`config.mk`:
```
export PLATFORM = sky130hd
export DESIGN_NAME = ssp_status
export DESIGN_NICKNAME = d
export VERILOG_FILES = /design/src/design/ssp_pkg.sv /design/src/design/ssp_status.sv
export SDC_FILE = /design/constraint.sdc
export NUM_CORES = 1
export LEC_CHECK = 0
export BUFFER_PORTS_ARGS = -buffer_cell sky130_fd_sc_hd__buf_2
export CAP_MARGIN = 10
export CELL_PAD_IN_SITES_DETAIL_PLACEMENT = 0
export CELL_PAD_IN_SITES_GLOBAL_PLACEMENT = 1
export CORE_ASPECT_RATIO = 2
export CORE_MARGIN = 3
export CORE_UTILIZATION = 33
export DETAILED_ROUTE_END_ITERATION = 12
export PLACE_DENSITY_LB_ADDON = 0.1
export SLEW_MARGIN = 20
export SYNTH_ARGS = -nofsm -noshare
export SYNTH_HDL_FRONTEND = slang
export SYNTH_SLANG_ARGS = --single-unit
```
`constraint.sdc`:
```
create_clock -name I_CLK -period 3.5 [get_ports I_CLK]
set_input_delay 0.7 -clock I_CLK [delete_from_list [all_inputs] [get_ports I_CLK]]
set_output_delay 0.7 -clock I_CLK [all_outputs]
set_load 0.02 [all_outputs]
```
`src/design/ssp_pkg.sv`:
```
// constants and carrier types of the serial port status block
// assumes a 100 MHz core clock and a 32-bit AXI4-Lite register bus
package ssp_pkg;
   // byte addresses of the registers
   localparam logic [7:0] STATUS_OFS = 8'h00;
   localparam logic [7:0] CONTROL_OFS = 8'h04;
   localparam logic [7:0] IRQ_STAT_OFS = 8'h08;
   localparam logic [7:0] IRQ_MASK_OFS = 8'h0c;
   // status field positions
   localparam int SMP_BIT = 7;
   localparam int CKE_BIT = 6;
   localparam int DA_BIT = 5;
   localparam int STOP_BIT = 4;
   localparam int START_BIT = 3;
   localparam int RW_BIT = 2;
   localparam int UA_BIT = 1;
   localparam int BF_BIT = 0;
   // control field positions
   localparam int MODE_LSB = 0;
   localparam int CKP_BIT = 2;
   localparam int EN_BIT = 3;
   // mode codes in the control register
   localparam logic [1:0] MODE_SPI_MASTER = 2'h0;
   localparam logic [1:0] MODE_SPI_SLAVE = 2'h1;
   localparam logic [1:0] MODE_I2C_SLAVE = 2'h2;
   localparam logic [1:0] MODE_I2C_MASTER = 2'h3;
   // interrupt event bits
   localparam int IRQ_START = 0;
   localparam int IRQ_STOP = 1;
   localparam int IRQ_BF = 2;
   localparam int IRQ_MATCH = 3;
   localparam int IRQ_W = 4;
   // reset values
   localparam logic [7:0] STATUS_RST = 8'h00;
   localparam logic [3:0] CONTROL_RST = 4'h0;
   localparam logic [IRQ_W-1:0] IRQ_MASK_RST = 4'h0;
   localparam logic [1:0] RESP_OKAY = 2'h0;
   localparam logic [1:0] RESP_SLVERR = 2'h2;

   typedef enum {SEL_STATUS, SEL_CONTROL, SEL_IRQ_STAT, SEL_IRQ_MASK,
      SEL_NONE} ssp_sel_e;

   typedef struct packed {
      logic sample_phase_select;
      logic clock_edge_select;
      logic data_not_address;
      logic stop_seen;
      logic start_seen;
      logic read_write;
      logic update_address_flag;
      logic buffer_full_flag;
   } ssp_status_s;

   typedef struct packed {
      logic port_enable_bit;
      logic clock_idle_polarity;
      logic [1:0] mode;
   } ssp_control_s;
endpackage : ssp_pkg

```
`src/design/ssp_status.sv`:
```
// serial port status and configuration flags with AXI4-Lite access
// assumes the shift datapath reports byte and address events on I_CLK;
// pins SCK, SCL and SDA arrive asynchronously and are synchronised here
//
// Decided for this implementation: the AXI4-Lite interface to the registers and the register addresses.
`timescale 1ns/100ps
// Function
// - I2C: sample_phase_select 1 disables slew limiting, 0 enables
// - SPI, idle polarity low: edge select high shifts on rising SCK edge
// - SPI, idle polarity high: edge select high shifts on falling SCK edge
// - I2C start/stop flags show last condition; disable clears both
// - I2C slave: read/write holds match direction until start, stop, ack
// - I2C master: read/write reads one while a transmission is running
module ssp_status (
   input wire logic I_CLK,
   input wire logic I_SYS_RST,
   input wire logic [7:0] I_AWADDR,
   input wire logic I_AWVALID,
   output logic O_AWREADY,
   input wire logic [31:0] I_WDATA,
   input wire logic [3:0] I_WSTRB,
   input wire logic I_WVALID,
   output logic O_WREADY,
   output logic [1:0] O_BRESP,
   output logic O_BVALID,
   input wire logic I_BREADY,
   input wire logic [7:0] I_ARADDR,
   input wire logic I_ARVALID,
   output logic O_ARREADY,
   output logic [31:0] O_RDATA,
   output logic [1:0] O_RRESP,
   output logic O_RVALID,
   input wire logic I_RREADY,
   input wire logic I_SCK,
   input wire logic I_SCL,
   input wire logic I_SDA,
   input wire logic I_RX_BYTE_DONE,
   input wire logic I_RX_IS_DATA,
   input wire logic I_ADDR_MATCH,
   input wire logic I_ADDR_RW,
   input wire logic I_ACK_SEEN,
   input wire logic I_MASTER_TX_BUSY,
   input wire logic I_TX_BYTE_BUSY,
   input wire logic I_BUF_READ,
   input wire logic I_ADDR_UPDATE_REQ,
   input wire logic I_ADDR_WRITTEN,
   output logic O_SLEW_LIMIT_EN,
   output logic O_SHIFT_STROBE,
   output logic O_PORT_ENABLE,
   output logic O_IRQ
);
   function automatic ssp_pkg::ssp_sel_e reg_sel(input logic [7:0] a);
      case (a)
         ssp_pkg::STATUS_OFS: reg_sel = ssp_pkg::SEL_STATUS;
         ssp_pkg::CONTROL_OFS: reg_sel = ssp_pkg::SEL_CONTROL;
         ssp_pkg::IRQ_STAT_OFS: reg_sel = ssp_pkg::SEL_IRQ_STAT;
         ssp_pkg::IRQ_MASK_OFS: reg_sel = ssp_pkg::SEL_IRQ_MASK;
         default: reg_sel = ssp_pkg::SEL_NONE;
      endcase
   endfunction : reg_sel

   ssp_pkg::ssp_status_s status_reg;
   ssp_pkg::ssp_control_s control_reg;
   logic [ssp_pkg::IRQ_W-1:0] irq_stat_reg;
   logic [ssp_pkg::IRQ_W-1:0] irq_mask_reg;
   logic [ssp_pkg::IRQ_W-1:0] irq_next;
   logic awready_reg, wready_reg, bvalid_reg, arready_reg, rvalid_reg;
   logic [1:0] bresp_reg, rresp_reg;
   logic [31:0] rdata_reg;
   logic [2:0] sync1_reg, sync2_reg, sync3_reg;
   logic slew_reg, strobe_reg, irq_reg;
   logic wr_go, wr_do, rd_go, rd_do;
   ssp_pkg::ssp_sel_e wsel, rsel;
   logic is_i2c, is_i2c_slave, is_spi, enabled;
   logic sck_rise, sck_fall, shift_on_rise, start_evt, stop_evt;
   logic [31:0] rd_value;

   // bit 0 SCK, bit 1 SCL, bit 2 SDA
   always_ff @(posedge I_CLK) begin
      if (I_SYS_RST) begin
         sync1_reg <= 3'h7;
         sync2_reg <= 3'h7;
         sync3_reg <= 3'h7;
      end else begin
         sync1_reg <= {I_SDA, I_SCL, I_SCK};
         sync2_reg <= sync1_reg;
         sync3_reg <= sync2_reg;
      end
   end

   assign enabled = control_reg.port_enable_bit;
   assign is_i2c = control_reg.mode[1];
   assign is_spi = ~control_reg.mode[1];
   assign is_i2c_slave = control_reg.mode == ssp_pkg::MODE_I2C_SLAVE;
   assign sck_rise = sync2_reg[0] & ~sync3_reg[0];
   assign sck_fall = ~sync2_reg[0] & sync3_reg[0];
   // sda moving while scl stays high marks a bus condition
   assign start_evt = ~sync2_reg[2] & sync3_reg[2] & sync2_reg[1]
      & sync3_reg[1];
   assign stop_evt = sync2_reg[2] & ~sync3_reg[2] & sync2_reg[1]
      & sync3_reg[1];
   assign shift_on_rise = status_reg.clock_edge_select
      ^ control_reg.clock_idle_polarity;

   assign wsel = reg_sel(I_AWADDR);
   assign rsel = reg_sel(I_ARADDR);
   // address and data are taken together, one write at a time
   assign wr_go = I_AWVALID & I_WVALID & ~awready_reg & ~bvalid_reg;
   assign wr_do = awready_reg;
   assign rd_go = I_ARVALID & ~arready_reg & ~rvalid_reg;
   assign rd_do = arready_reg;

   always_ff @(posedge I_CLK) begin
      if (I_SYS_RST) begin
         awready_reg <= 1'b0;
         wready_reg <= 1'b0;
         bvalid_reg <= 1'b0;
         bresp_reg <= ssp_pkg::RESP_OKAY;
      end else begin
         awready_reg <= wr_go;
         wready_reg <= wr_go;
         if (wr_do) begin
            bvalid_reg <= 1'b1;
            bresp_reg <= (wsel == ssp_pkg::SEL_NONE) ?
               ssp_pkg::RESP_SLVERR : ssp_pkg::RESP_OKAY;
         end else if (I_BREADY) begin
            bvalid_reg <= 1'b0;
         end
      end
   end

   always_comb begin
      rd_value = 32'h0;
      case (rsel)
         ssp_pkg::SEL_STATUS: rd_value[7:0] = status_reg;
         ssp_pkg::SEL_CONTROL: rd_value[3:0] = control_reg;
         ssp_pkg::SEL_IRQ_STAT: rd_value[3:0] = irq_stat_reg;
         ssp_pkg::SEL_IRQ_MASK: rd_value[3:0] = irq_mask_reg;
         default: rd_value = 32'h0;
      endcase
   end

   always_ff @(posedge I_CLK) begin
      if (I_SYS_RST) begin
         arready_reg <= 1'b0;
         rvalid_reg <= 1'b0;
         rdata_reg <= 32'h0;
         rresp_reg <= ssp_pkg::RESP_OKAY;
      end else begin
         arready_reg <= rd_go;
         if (rd_do) begin
            rvalid_reg <= 1'b1;
            rdata_reg <= rd_value;
            rresp_reg <= (rsel == ssp_pkg::SEL_NONE) ?
               ssp_pkg::RESP_SLVERR : ssp_pkg::RESP_OKAY;
         end else if (I_RREADY) begin
            rvalid_reg <= 1'b0;
         end
      end
   end

   // software-writable configuration
   always_ff @(posedge I_CLK) begin
      if (I_SYS_RST) begin
         control_reg <= ssp_pkg::CONTROL_RST;
         irq_mask_reg <= ssp_pkg::IRQ_MASK_RST;
         status_reg.sample_phase_select <= 1'b0;
         status_reg.clock_edge_select <= 1'b0;
      end else if (wr_do && I_WSTRB[0]) begin
         if (wsel == ssp_pkg::SEL_CONTROL)
            control_reg <= I_WDATA[3:0];
         if (wsel == ssp_pkg::SEL_IRQ_MASK)
            irq_mask_reg <= I_WDATA[ssp_pkg::IRQ_W-1:0];
         if (wsel == ssp_pkg::SEL_STATUS) begin
            status_reg.sample_phase_select <= I_WDATA[ssp_pkg::SMP_BIT];
            status_reg.clock_edge_select <= I_WDATA[ssp_pkg::CKE_BIT];
         end
      end
   end

   // bus conditions; a disabled port forgets both
   always_ff @(posedge I_CLK) begin
      if (I_SYS_RST || !enabled) begin
         status_reg.start_seen <= 1'b0;
         status_reg.stop_seen <= 1'b0;
      end else if (is_i2c && start_evt) begin
         status_reg.start_seen <= 1'b1;
         status_reg.stop_seen <= 1'b0;
      end else if (is_i2c && stop_evt) begin
         status_reg.stop_seen <= 1'b1;
         status_reg.start_seen <= 1'b0;
      end
   end

   always_ff @(posedge I_CLK) begin
      if (I_SYS_RST) begin
         status_reg.read_write <= 1'b0;
      end else if (!is_i2c) begin
         status_reg.read_write <= 1'b0;
      end else if (!is_i2c_slave) begin
         status_reg.read_write <= I_MASTER_TX_BUSY;
      end else if (I_ADDR_MATCH) begin
         status_reg.read_write <= I_ADDR_RW;
      end else if (start_evt || stop_evt || I_ACK_SEEN) begin
         status_reg.read_write <= 1'b0;
      end
   end

   // a new byte wins over a read in the same cycle
   always_ff @(posedge I_CLK) begin
      if (I_SYS_RST) begin
         status_reg.buffer_full_flag <= 1'b0;
         status_reg.data_not_address <= 1'b0;
      end else begin
         if (I_RX_BYTE_DONE || (is_i2c && I_TX_BYTE_BUSY))
            status_reg.buffer_full_flag <= 1'b1;
         else if (I_BUF_READ)
            status_reg.buffer_full_flag <= 1'b0;
         if (is_i2c && I_RX_BYTE_DONE)
            status_reg.data_not_address <= I_RX_IS_DATA;
      end
   end

   always_ff @(posedge I_CLK) begin
      if (I_SYS_RST)
         status_reg.update_address_flag <= 1'b0;
      else if (is_i2c_slave && I_ADDR_UPDATE_REQ)
         status_reg.update_address_flag <= 1'b1;
      else if (I_ADDR_WRITTEN)
         status_reg.update_address_flag <= 1'b0;
   end

   // read of the event register clears it, but a new event survives
   always_comb begin
      irq_next = irq_stat_reg;
      if (rd_do && rsel == ssp_pkg::SEL_IRQ_STAT)
         irq_next = '0;
      if (enabled && is_i2c && start_evt)
         irq_next[ssp_pkg::IRQ_START] = 1'b1;
      if (enabled && is_i2c && stop_evt)
         irq_next[ssp_pkg::IRQ_STOP] = 1'b1;
      if (I_RX_BYTE_DONE)
         irq_next[ssp_pkg::IRQ_BF] = 1'b1;
      if (I_ADDR_MATCH)
         irq_next[ssp_pkg::IRQ_MATCH] = 1'b1;
   end

   always_ff @(posedge I_CLK) begin
      if (I_SYS_RST) begin
         irq_stat_reg <= '0;
         irq_reg <= 1'b0;
      end else begin
         irq_stat_reg <= irq_next;
         irq_reg <= |(irq_next & irq_mask_reg);
      end
   end

   // slew limiting only matters on the open-drain I2C pins
   always_ff @(posedge I_CLK) begin
      if (I_SYS_RST) begin
         slew_reg <= 1'b0;
         strobe_reg <= 1'b0;
      end else begin
         slew_reg <= is_i2c & ~status_reg.sample_phase_select;
         strobe_reg <= enabled & is_spi
            & (shift_on_rise ? sck_rise : sck_fall);
      end
   end

   assign O_AWREADY = awready_reg;
   assign O_WREADY = wready_reg;
   assign O_BVALID = bvalid_reg;
   assign O_BRESP = bresp_reg;
   assign O_ARREADY = arready_reg;
   assign O_RVALID = rvalid_reg;
   assign O_RDATA = rdata_reg;
   assign O_RRESP = rresp_reg;
   assign O_SLEW_LIMIT_EN = slew_reg;
   assign O_SHIFT_STROBE = strobe_reg;
   assign O_PORT_ENABLE = control_reg.port_enable_bit;
   assign O_IRQ = irq_reg;
endmodule : ssp_status

```
==> results.rst, run 1 <==
.. list-table::
   :header-rows: 1

   * - Metric
     - Value
   * - Antenna-violating nets left
     - 0
   * - Vias in the first global route
     - 1,504
   * - Number of endpoints with negative hold slack in the final report
     - 0
   * - Post-CTS setup-driven buffer insertion count
     - 0
   * - Proportion of layout cells with a drive suffix above 1
     - 0.314
   * - Final nets
     - 358
   * - Origin of the worst setup path
     - I_AWADDR[5]
   * - Total power divided by cell area
     - 437 nW/µm²
   * - Total gr overflow
     - 0
   * - Maximum buffer depth of the clock tree
     - 2
   * - Seq/Total Area, Yosys
     - 0.440
   * - Required time at the endpoint of the critical path
     - 3.72 ns
   * - Final critical-path setup slack
     - 1.25 ns
   * - EDFF count, synth
     - 0
   * - Die X-Extent
     - 62.3 µm
   * - Hold WC Path Type
     - reg2reg
   * - Tightest slew margin relative to the limit
     - 0.522
   * - Critical path start-end classification
     - in2reg
   * - Root buf cell
     - sky130_fd_sc_hd__clkbuf_16
   * - Synth async-reset ratio
     - 0
   * - Cell Rows
     - 40
   * - Final HPWL from detailed placement
     - 3720 µm
   * - Worst EP arrival
     - 2.46 ns
   * - CTS clock-pin slew for the worst setup and hold paths
     - 0.06 ns
   * - Period utilization
     - 0.642
   * - DIE HEIGHT
     - 119 µm
   * - Number of unique standard cell types used by synthesis
     - 37
   * - Synthesis-to-finish area growth
     - 20.9%
   * - Placer Congestion
     - 0.749
   * - Number of levels in the clock H-tree
     - 2
   * - Mean Syn Cell Area
     - 9.34 µm²
   * - Total negative slack for setup checks
     - 0 ns
   * - Wire length of the first global-routing pass
     - 7620 µm
   * - Slack of the worst reg-to-reg path
     - 1.78 ns
   * - Leakage power total
     - 1.13 nW
   * - Yosys top cell area share
     - 0.440
   * - Max-cap violations
     - 0
   * - Die area
     - 7390 µm²
   * - Yosys Warn Count
     - 0
   * - Post-synthesis instance area
     - 2090 µm²
   * - Status
     - complete, no violations
   * - Post-Place Setup Slack
     - 0.947 ns
   * - Overall Global Routing Usage
     - 0.136
   * - Endpoint kind of the worst setup timing path
     - flip-flop
   * - Count of final setup violators
     - 0
   * - Count of port buffers added during placement
     - 61
   * - Detailed-route via count
     - 1,661
   * - Maximum number of pins on one net before global-route repair
     - 45
   * - Destination of the critical timing path
     - O_PORT_ENABLE
   * - Critical path startpoint category
     - primary input
   * - Final number of max-transition violations
     - 0
   * - Pre-antenna DRT Iters
     - 6
   * - Cts hold-fix bufs
     - 0
   * - RR Endpoint
     - O_PORT_ENABLE
   * - Peak supply drop
     - 0.285 mV
   * - Post-detailed-placement cell area
     - 2390 µm²
   * - Worst skew pair latency
     - 0.29 ns
   * - Number of buffers added by the clock tree synthesis step
     - 5
   * - Routed Wire Length
     - 4890 µm
   * - Detail-routed net length per standard cell
     - 13.2 µm
   * - TritonCTS Sinks
     - 46
   * - Ys flop type
     - sky130_fd_sc_hd__dfxtp_1
   * - Inserted Diodes
     - 0
   * - Core area
     - 6060 µm²
   * - Finished Core Util
     - 0.418
   * - Initial Utilization
     - 0.346
   * - R2R cell count
     - 4
   * - Main area contributors after synthesis
     - sky130_fd_sc_hd__dfxtp_1 (44%), sky130_fd_sc_hd__buf_4 (9.7%), sky130_fd_sc_hd__mux2i_1 (4.8%), sky130_fd_sc_hd__nor2_1 (4.5%), sky130_fd_sc_hd__mux4_2 (4.3%)
   * - Count of instances resized after the clock tree is built
     - 0
   * - Post-detailed-route via-to-cell ratio
     - 4.48
   * - Number of DRC violations after detailed routing
     - 0
   * - Final instance area
     - 2530 µm²
   * - Worst clock skew
     - 0.00545 ns
   * - Number of antenna violations at the first check in global routing
     - 0
   * - Setup repair after global routing missed its margin
     - false
   * - Clock tree from TritonCTS
     - built
   * - Slew at the pin closest to its max-slew limit
     - 0.717 ns
   * - Crit Reg-Reg Startpoint
     - O_WREADY
   * - Synth Register Bits
     - 46
   * - Iteration-0 DRC count of the detailed router
     - 38
   * - Final critical path time including I/O delays and setup
     - 2.25 ns
   * - Maximum operating frequency
     - 445 MHz
   * - Synth Instances
     - 224
   * - Cell taking the most area after synthesis
     - sky130_fd_sc_hd__dfxtp_1
   * - Maximum fanout along the worst path
     - 3
   * - Final total power
     - 0.00111 W
   * - I/O Pins
     - 117
[layout make-up]
cell class / count / area, µm²
fill: 643 / 3530
inverter: 5 / 18.8
tap: 84 / 105
clock inverter: 2 / 13.8
clock buffer: 6 / 129
multi-input combinational: 165 / 1020
sequential: 46 / 921
timing repair buffer: 63 / 320
[worst min-delay path by stage]
stage,from,endpoint,slack (ns),depth (start not counted)
floorplan,sync1_reg[0],sync2_reg[0],0.39,1
global placement,sync1_reg[1],sync2_reg[1],0.39,1
detailed placement,sync1_reg[2],sync2_reg[2],0.39,1
CTS,sync1_reg[2],sync2_reg[2],0.41,1
global route,sync1_reg[2],sync2_reg[2],0.43,1
finish,sync1_reg[1],sync2_reg[1],0.41,1
[metal layers]
metal,global-route usage,part of all wire
met3,0.0342,0.061
met5,0,0
met1,0.142,0.36
met4,0.0622,0.020
met2,0.249,0.56
[metrics by stage]
step | hold slack (ns) | instances
2_1_floorplan | 0.389 | 249
3_3_place_gp | 0.393 | 363
3_5_place_dp | 0.394 | 363
4_1_cts | 0.408 | 371
5_1_grt | 0.427 | 371
6_report | 0.407 | 371
[logic make-up after synthesis]
family | share of synthesized area
AO/OA/AOI/OAI | 0.0921
XOR/XNOR | 0.00837
buffers and inverters | 0.117
flip-flops | 0.440
multiplexers | 0.0909
other | 0.00179
AND/OR/NAND/NOR | 0.250
[power breakdown]
part           leakage (nW)  total (W)  switching, W  internal (W)
registers             0.374   0.000540    0.00000577      0.000534
logic                 0.685   0.000104     0.0000653     0.0000388
clock network        0.0708   0.000462      0.000197      0.000265
total                  1.13    0.00111      0.000268      0.000837
[cells in the final DEF (no fill, tap or decap), types with 2 or more instances in the layout]
master                      count
sky130_fd_sc_hd__buf_2         61
sky130_fd_sc_hd__dfxtp_1       46
sky130_fd_sc_hd__conb_1        26
sky130_fd_sc_hd__nor2_1        25
sky130_fd_sc_hd__a21oi_1       16
sky130_fd_sc_hd__nand2b_1      14
sky130_fd_sc_hd__or2_2         12
sky130_fd_sc_hd__mux2i_1       10
sky130_fd_sc_hd__nand3_1        8
sky130_fd_sc_hd__nor2b_1        7
sky130_fd_sc_hd__nand2_1        5
sky130_fd_sc_hd__inv_1          5
sky130_fd_sc_hd__o21ai_0        5
sky130_fd_sc_hd__clkbuf_16      5
sky130_fd_sc_hd__mux4_2         4
sky130_fd_sc_hd__nor4_1         3
sky130_fd_sc_hd__a311oi_1       3
sky130_fd_sc_hd__nor3_1         3
sky130_fd_sc_hd__nor3b_1        2
sky130_fd_sc_hd__o21a_1         2
sky130_fd_sc_hd__nor4b_1        2
sky130_fd_sc_hd__xor2_1         2
sky130_fd_sc_hd__o211ai_1       2
sky130_fd_sc_hd__buf_4          2
[Yosys cell counts, drive strengths merged (2+ instances only)]
master,count
dfxtp,46
buf,27
nor2,25
a21oi,16
nand2b,14
or2,12
mux2i,10
nand3,8
nor2b,7
clkbuf,6
inv,5
nand2,5
o21ai,5
mux4,4
nor4,4
a311oi,3
nor3,3
nor3b,2
nor4b,2
o211ai,2
o21a,2
xor2,2
[critical path: stages]
cell and delay (ns):
sky130_fd_sc_hd__buf_2 0.10, sky130_fd_sc_hd__or4_4 0.55, sky130_fd_sc_hd__or3_1 0.38, sky130_fd_sc_hd__nor3b_1 0.49, sky130_fd_sc_hd__mux2i_1 0.23
Note: power is estimated with default switching activity, not from simulation.
==> run 2: changes to the inputs <==
- CORE_UTILIZATION: 33 -> 31
- clock period: 3.5 -> 2.1 ns (I/O delays scaled with it)
==> results.rst, run 2 (same netlist as run 1, synthesis figures left out) <==
.. list-table::
   :header-rows: 1

   * - Metric
     - Value
   * - Vias in the first global route
     - 1,545 (was 1,504)
   * - Highest-count cells in the layout ignoring fill and taps
     - sky130_fd_sc_hd__buf_2 (61), sky130_fd_sc_hd__dfxtp_1 (46), sky130_fd_sc_hd__conb_1 (26), sky130_fd_sc_hd__nor2_1 (25), sky130_fd_sc_hd__a21oi_1 (16) (unchanged)
   * - Hold-critical path depth
     - 2 (was 1)
   * - DIE HEIGHT
     - 122 µm (was 119 µm)
   * - Period utilization
     - 0.871
   * - Setup repair after global routing missed its margin
     - false (unchanged)
   * - Non-filler instance count after layout
     - 377 (was 371)
   * - Inserted Diodes
     - 0 (unchanged)
   * - Hold WC Path Type
     - in2reg (was reg2reg)
   * - Synthesis-to-finish area growth
     - 22.3% (was 20.9%)
   * - Final nets
     - 363 (was 358)
   * - Initial Utilization
     - 0.326 (was 0.346)
   * - Critical path startpoint category
     - primary input (unchanged)
   * - Clock tree from TritonCTS
     - built (unchanged)
   * - Number of levels in the clock H-tree
     - 2 (unchanged)
   * - Count of port buffers added during placement
     - 61 (unchanged)
   * - Maximum operating frequency
     - 547 MHz
   * - Post-CTS setup-driven buffer insertion count
     - 0 (unchanged)
   * - Hold worst-path end
     - sync1_reg[1] (was sync2_reg[1])
   * - Iteration-0 DRC count of the detailed router
     - 72 (was 38)
   * - Maximum fanout along the worst path
     - 3 (unchanged)
   * - Final critical path time including I/O delays and setup
     - 1.83 ns
   * - Proportion of layout cells with a drive suffix above 1
     - 0.320 (was 0.314)
   * - Proportion of power drawn by flip-flops and latches
     - 0.494 (was 0.488)
   * - Internal Power
     - 0.00139 W (was 0.000837 W)
   * - Total gr overflow
     - 0 (unchanged)
   * - Number of endpoints with negative hold slack in the final report
     - 0 (unchanged)
   * - Critical path start-end classification
     - in2reg (unchanged)
   * - Area of the multi-input gates
     - 1020 µm² (unchanged)
   * - Share of power burned in combinational logic
     - 0.097 (was 0.094)
   * - Wire length of the first global-routing pass
     - 7510 µm (was 7620 µm)
   * - Detail-routed net length per standard cell
     - 13.2 µm (about the same)
   * - Final number of max-transition violations
     - 0 (unchanged)
   * - Final HPWL from detailed placement
     - 3830 µm (was 3720 µm)
   * - R2R cell count
     - 4 (unchanged)
   * - Maximum buffer depth of the clock tree
     - 2 (unchanged)
   * - Post-detailed-route via-to-cell ratio
     - 4.42 (was 4.48)
   * - Switch Pwr
     - 0.000431 W (was 0.000268 W)
   * - Leakage power total
     - 1.15 nW (was 1.13 nW)
   * - Worst EP arrival
     - 1.99 ns (was 2.46 ns)
   * - Cts hold-fix bufs
     - 0 (unchanged)
   * - Total negative slack for setup checks
     - 0 ns (unchanged)
   * - Overall Global Routing Usage
     - 0.129 (was 0.136)
   * - Required time at the endpoint of the critical path
     - 2.26 ns (was 3.72 ns)
   * - Maximum number of pins on one net before global-route repair
     - 44 (was 45)
   * - Root buf cell
     - sky130_fd_sc_hd__clkbuf_16 (unchanged)
   * - Core area
     - 6410 µm² (was 6060 µm²)
   * - Die X-Extent
     - 64.1 µm (was 62.3 µm)
   * - Crit Reg-Reg Startpoint
     - O_WREADY (unchanged)
   * - Area used by sequential logic in the layout
     - 921 µm² (unchanged)
   * - Count of instances resized after the clock tree is built
     - 0 (unchanged)
   * - Worst clock skew
     - 0.00416 ns (was 0.00545 ns)
   * - Number of antenna violations at the first check in global routing
     - 0 (unchanged)
   * - Count of final setup violators
     - 0 (unchanged)
   * - Number of DRC violations after detailed routing
     - 0 (unchanged)
   * - Die area
     - 7830 µm² (was 7390 µm²)
   * - Antenna-violating nets left
     - 0 (unchanged)
   * - RR Endpoint
     - status_reg[7] (was O_PORT_ENABLE)
   * - Slack of the worst reg-to-reg path
     - 0.48 ns (was 1.78 ns)
   * - Hold path start
     - I_SCL (was sync1_reg[1])
   * - TritonCTS Sinks
     - 46 (unchanged)
   * - I/O Pins
     - 117 (unchanged)
   * - Fill cell instance count of the final layout
     - 671 (was 643)
   * - Placer Congestion
     - 0.757 (was 0.749)
   * - Number of buffers added by the clock tree synthesis step
     - 5 (unchanged)
   * - Worst skew pair latency
     - 0.28 ns (was 0.29 ns)
   * - Switching share of power
     - 0.237 (was 0.242)
   * - Cell Rows
     - 41 (was 40)
   * - Endpoint kind of the worst setup timing path
     - flip-flop (unchanged)
   * - Detailed-route via count
     - 1,667 (was 1,661)
   * - Pre-antenna DRT Iters
     - 6 (unchanged)
   * - Placed cells
     - 370 (was 363)
   * - Routed Wire Length
     - 4980 µm (was 4890 µm)
   * - Peak supply drop
     - 0.395 mV (was 0.285 mV)
   * - Status
     - complete, no violations (unchanged)
   * - CTS clock-pin slew for the worst setup and hold paths
     - 0.06 ns (about the same)
   * - Clock network fraction of total power
     - 0.410 (was 0.418)
   * - Max-cap violations
     - 0 (unchanged)
   * - Total power divided by cell area
     - 712 nW/µm² (was 437 nW/µm²)
   * - Most common library cell in the layout ignoring fill and taps
     - sky130_fd_sc_hd__buf_2 (unchanged)
   * - Worst slack on hold paths
     - 0.319 ns (was 0.407 ns)
[run 2: cell types whose count changed in the layout (fill, tap and decap cells not counted), sizes merged]
cell / previous run / this run
clkbuf: 6 / 7
buf: 63 / 68
clkinv: 2 / 0
[run 2: how the worst max path moves through the flow]
stage / start / to / slack (ns) / cells after the start
after floorplan: I_AWADDR[5] / control_reg[1] / 0.12 / 4
after global placement: I_AWADDR[5] / status_reg[6] / -0.02 / 5
after detailed placement: I_AWADDR[5] / status_reg[7] / -0.04 / 5
after CTS: I_AWADDR[5] / status_reg[7] / 0.27 / 5
after global routing: I_AWADDR[5] / O_PORT_ENABLE / 0.21 / 6
final: I_AWADDR[5] / status_reg[7] / 0.27 / 5
[run 2: power by group through the flow]
stage / combinational (W) / sequential, W / clock [W]
after floorplan: 0.000137 / 0.000927 / 0
after global placement: 0.000177 / 0.000919 / 0
after detailed placement: 0.000178 / 0.000919 / 0
after CTS: 0.000178 / 0.000900 / 0.000777
after global routing: 0.000194 / 0.000901 / 0.000816
final: 0.000177 / 0.000900 / 0.000747
[run 2: per-layer routing]
metal	wire (µm)	track usage	up-vias
met2	2640	0.233	63
met1	1900	0.137	746
met3	343	0.0311	8
met4	99	0.0675	0
li1	-	-	850
met5	0	0	-
[run 2: final cells by class]
cell class / count / area share
clock buffer: 7 / 0.0518
inverter: 5 / 0.00733
tap: 86 / 0.0420
timing repair buffer: 68 / 0.140
multi-input combinational: 165 / 0.399
sequential: 46 / 0.360
[run 2: per-stage QoR]
stage | area [µm²] | worst slack, ns | utilization | total power [W]
floorplan | 2190 | 0.122 | - | 0.00106
global placement | 2430 | -0.0227 | 0.379 | 0.00110
detailed placement | 2430 | -0.0361 | 0.379 | 0.00110
CTS | 2560 | 0.267 | 0.399 | 0.00185
global route | 2560 | 0.209 | 0.399 | 0.00191
finish | 2560 | 0.271 | 0.399 | 0.00182
[run 2: worst max-delay path, cell delays in order]
cell	delay, ns
sky130_fd_sc_hd__buf_2	0.10
sky130_fd_sc_hd__or4_4	0.53
sky130_fd_sc_hd__or4b_2	0.71
sky130_fd_sc_hd__mux2i_1	0.18
sky130_fd_sc_hd__nor2_1	0.05
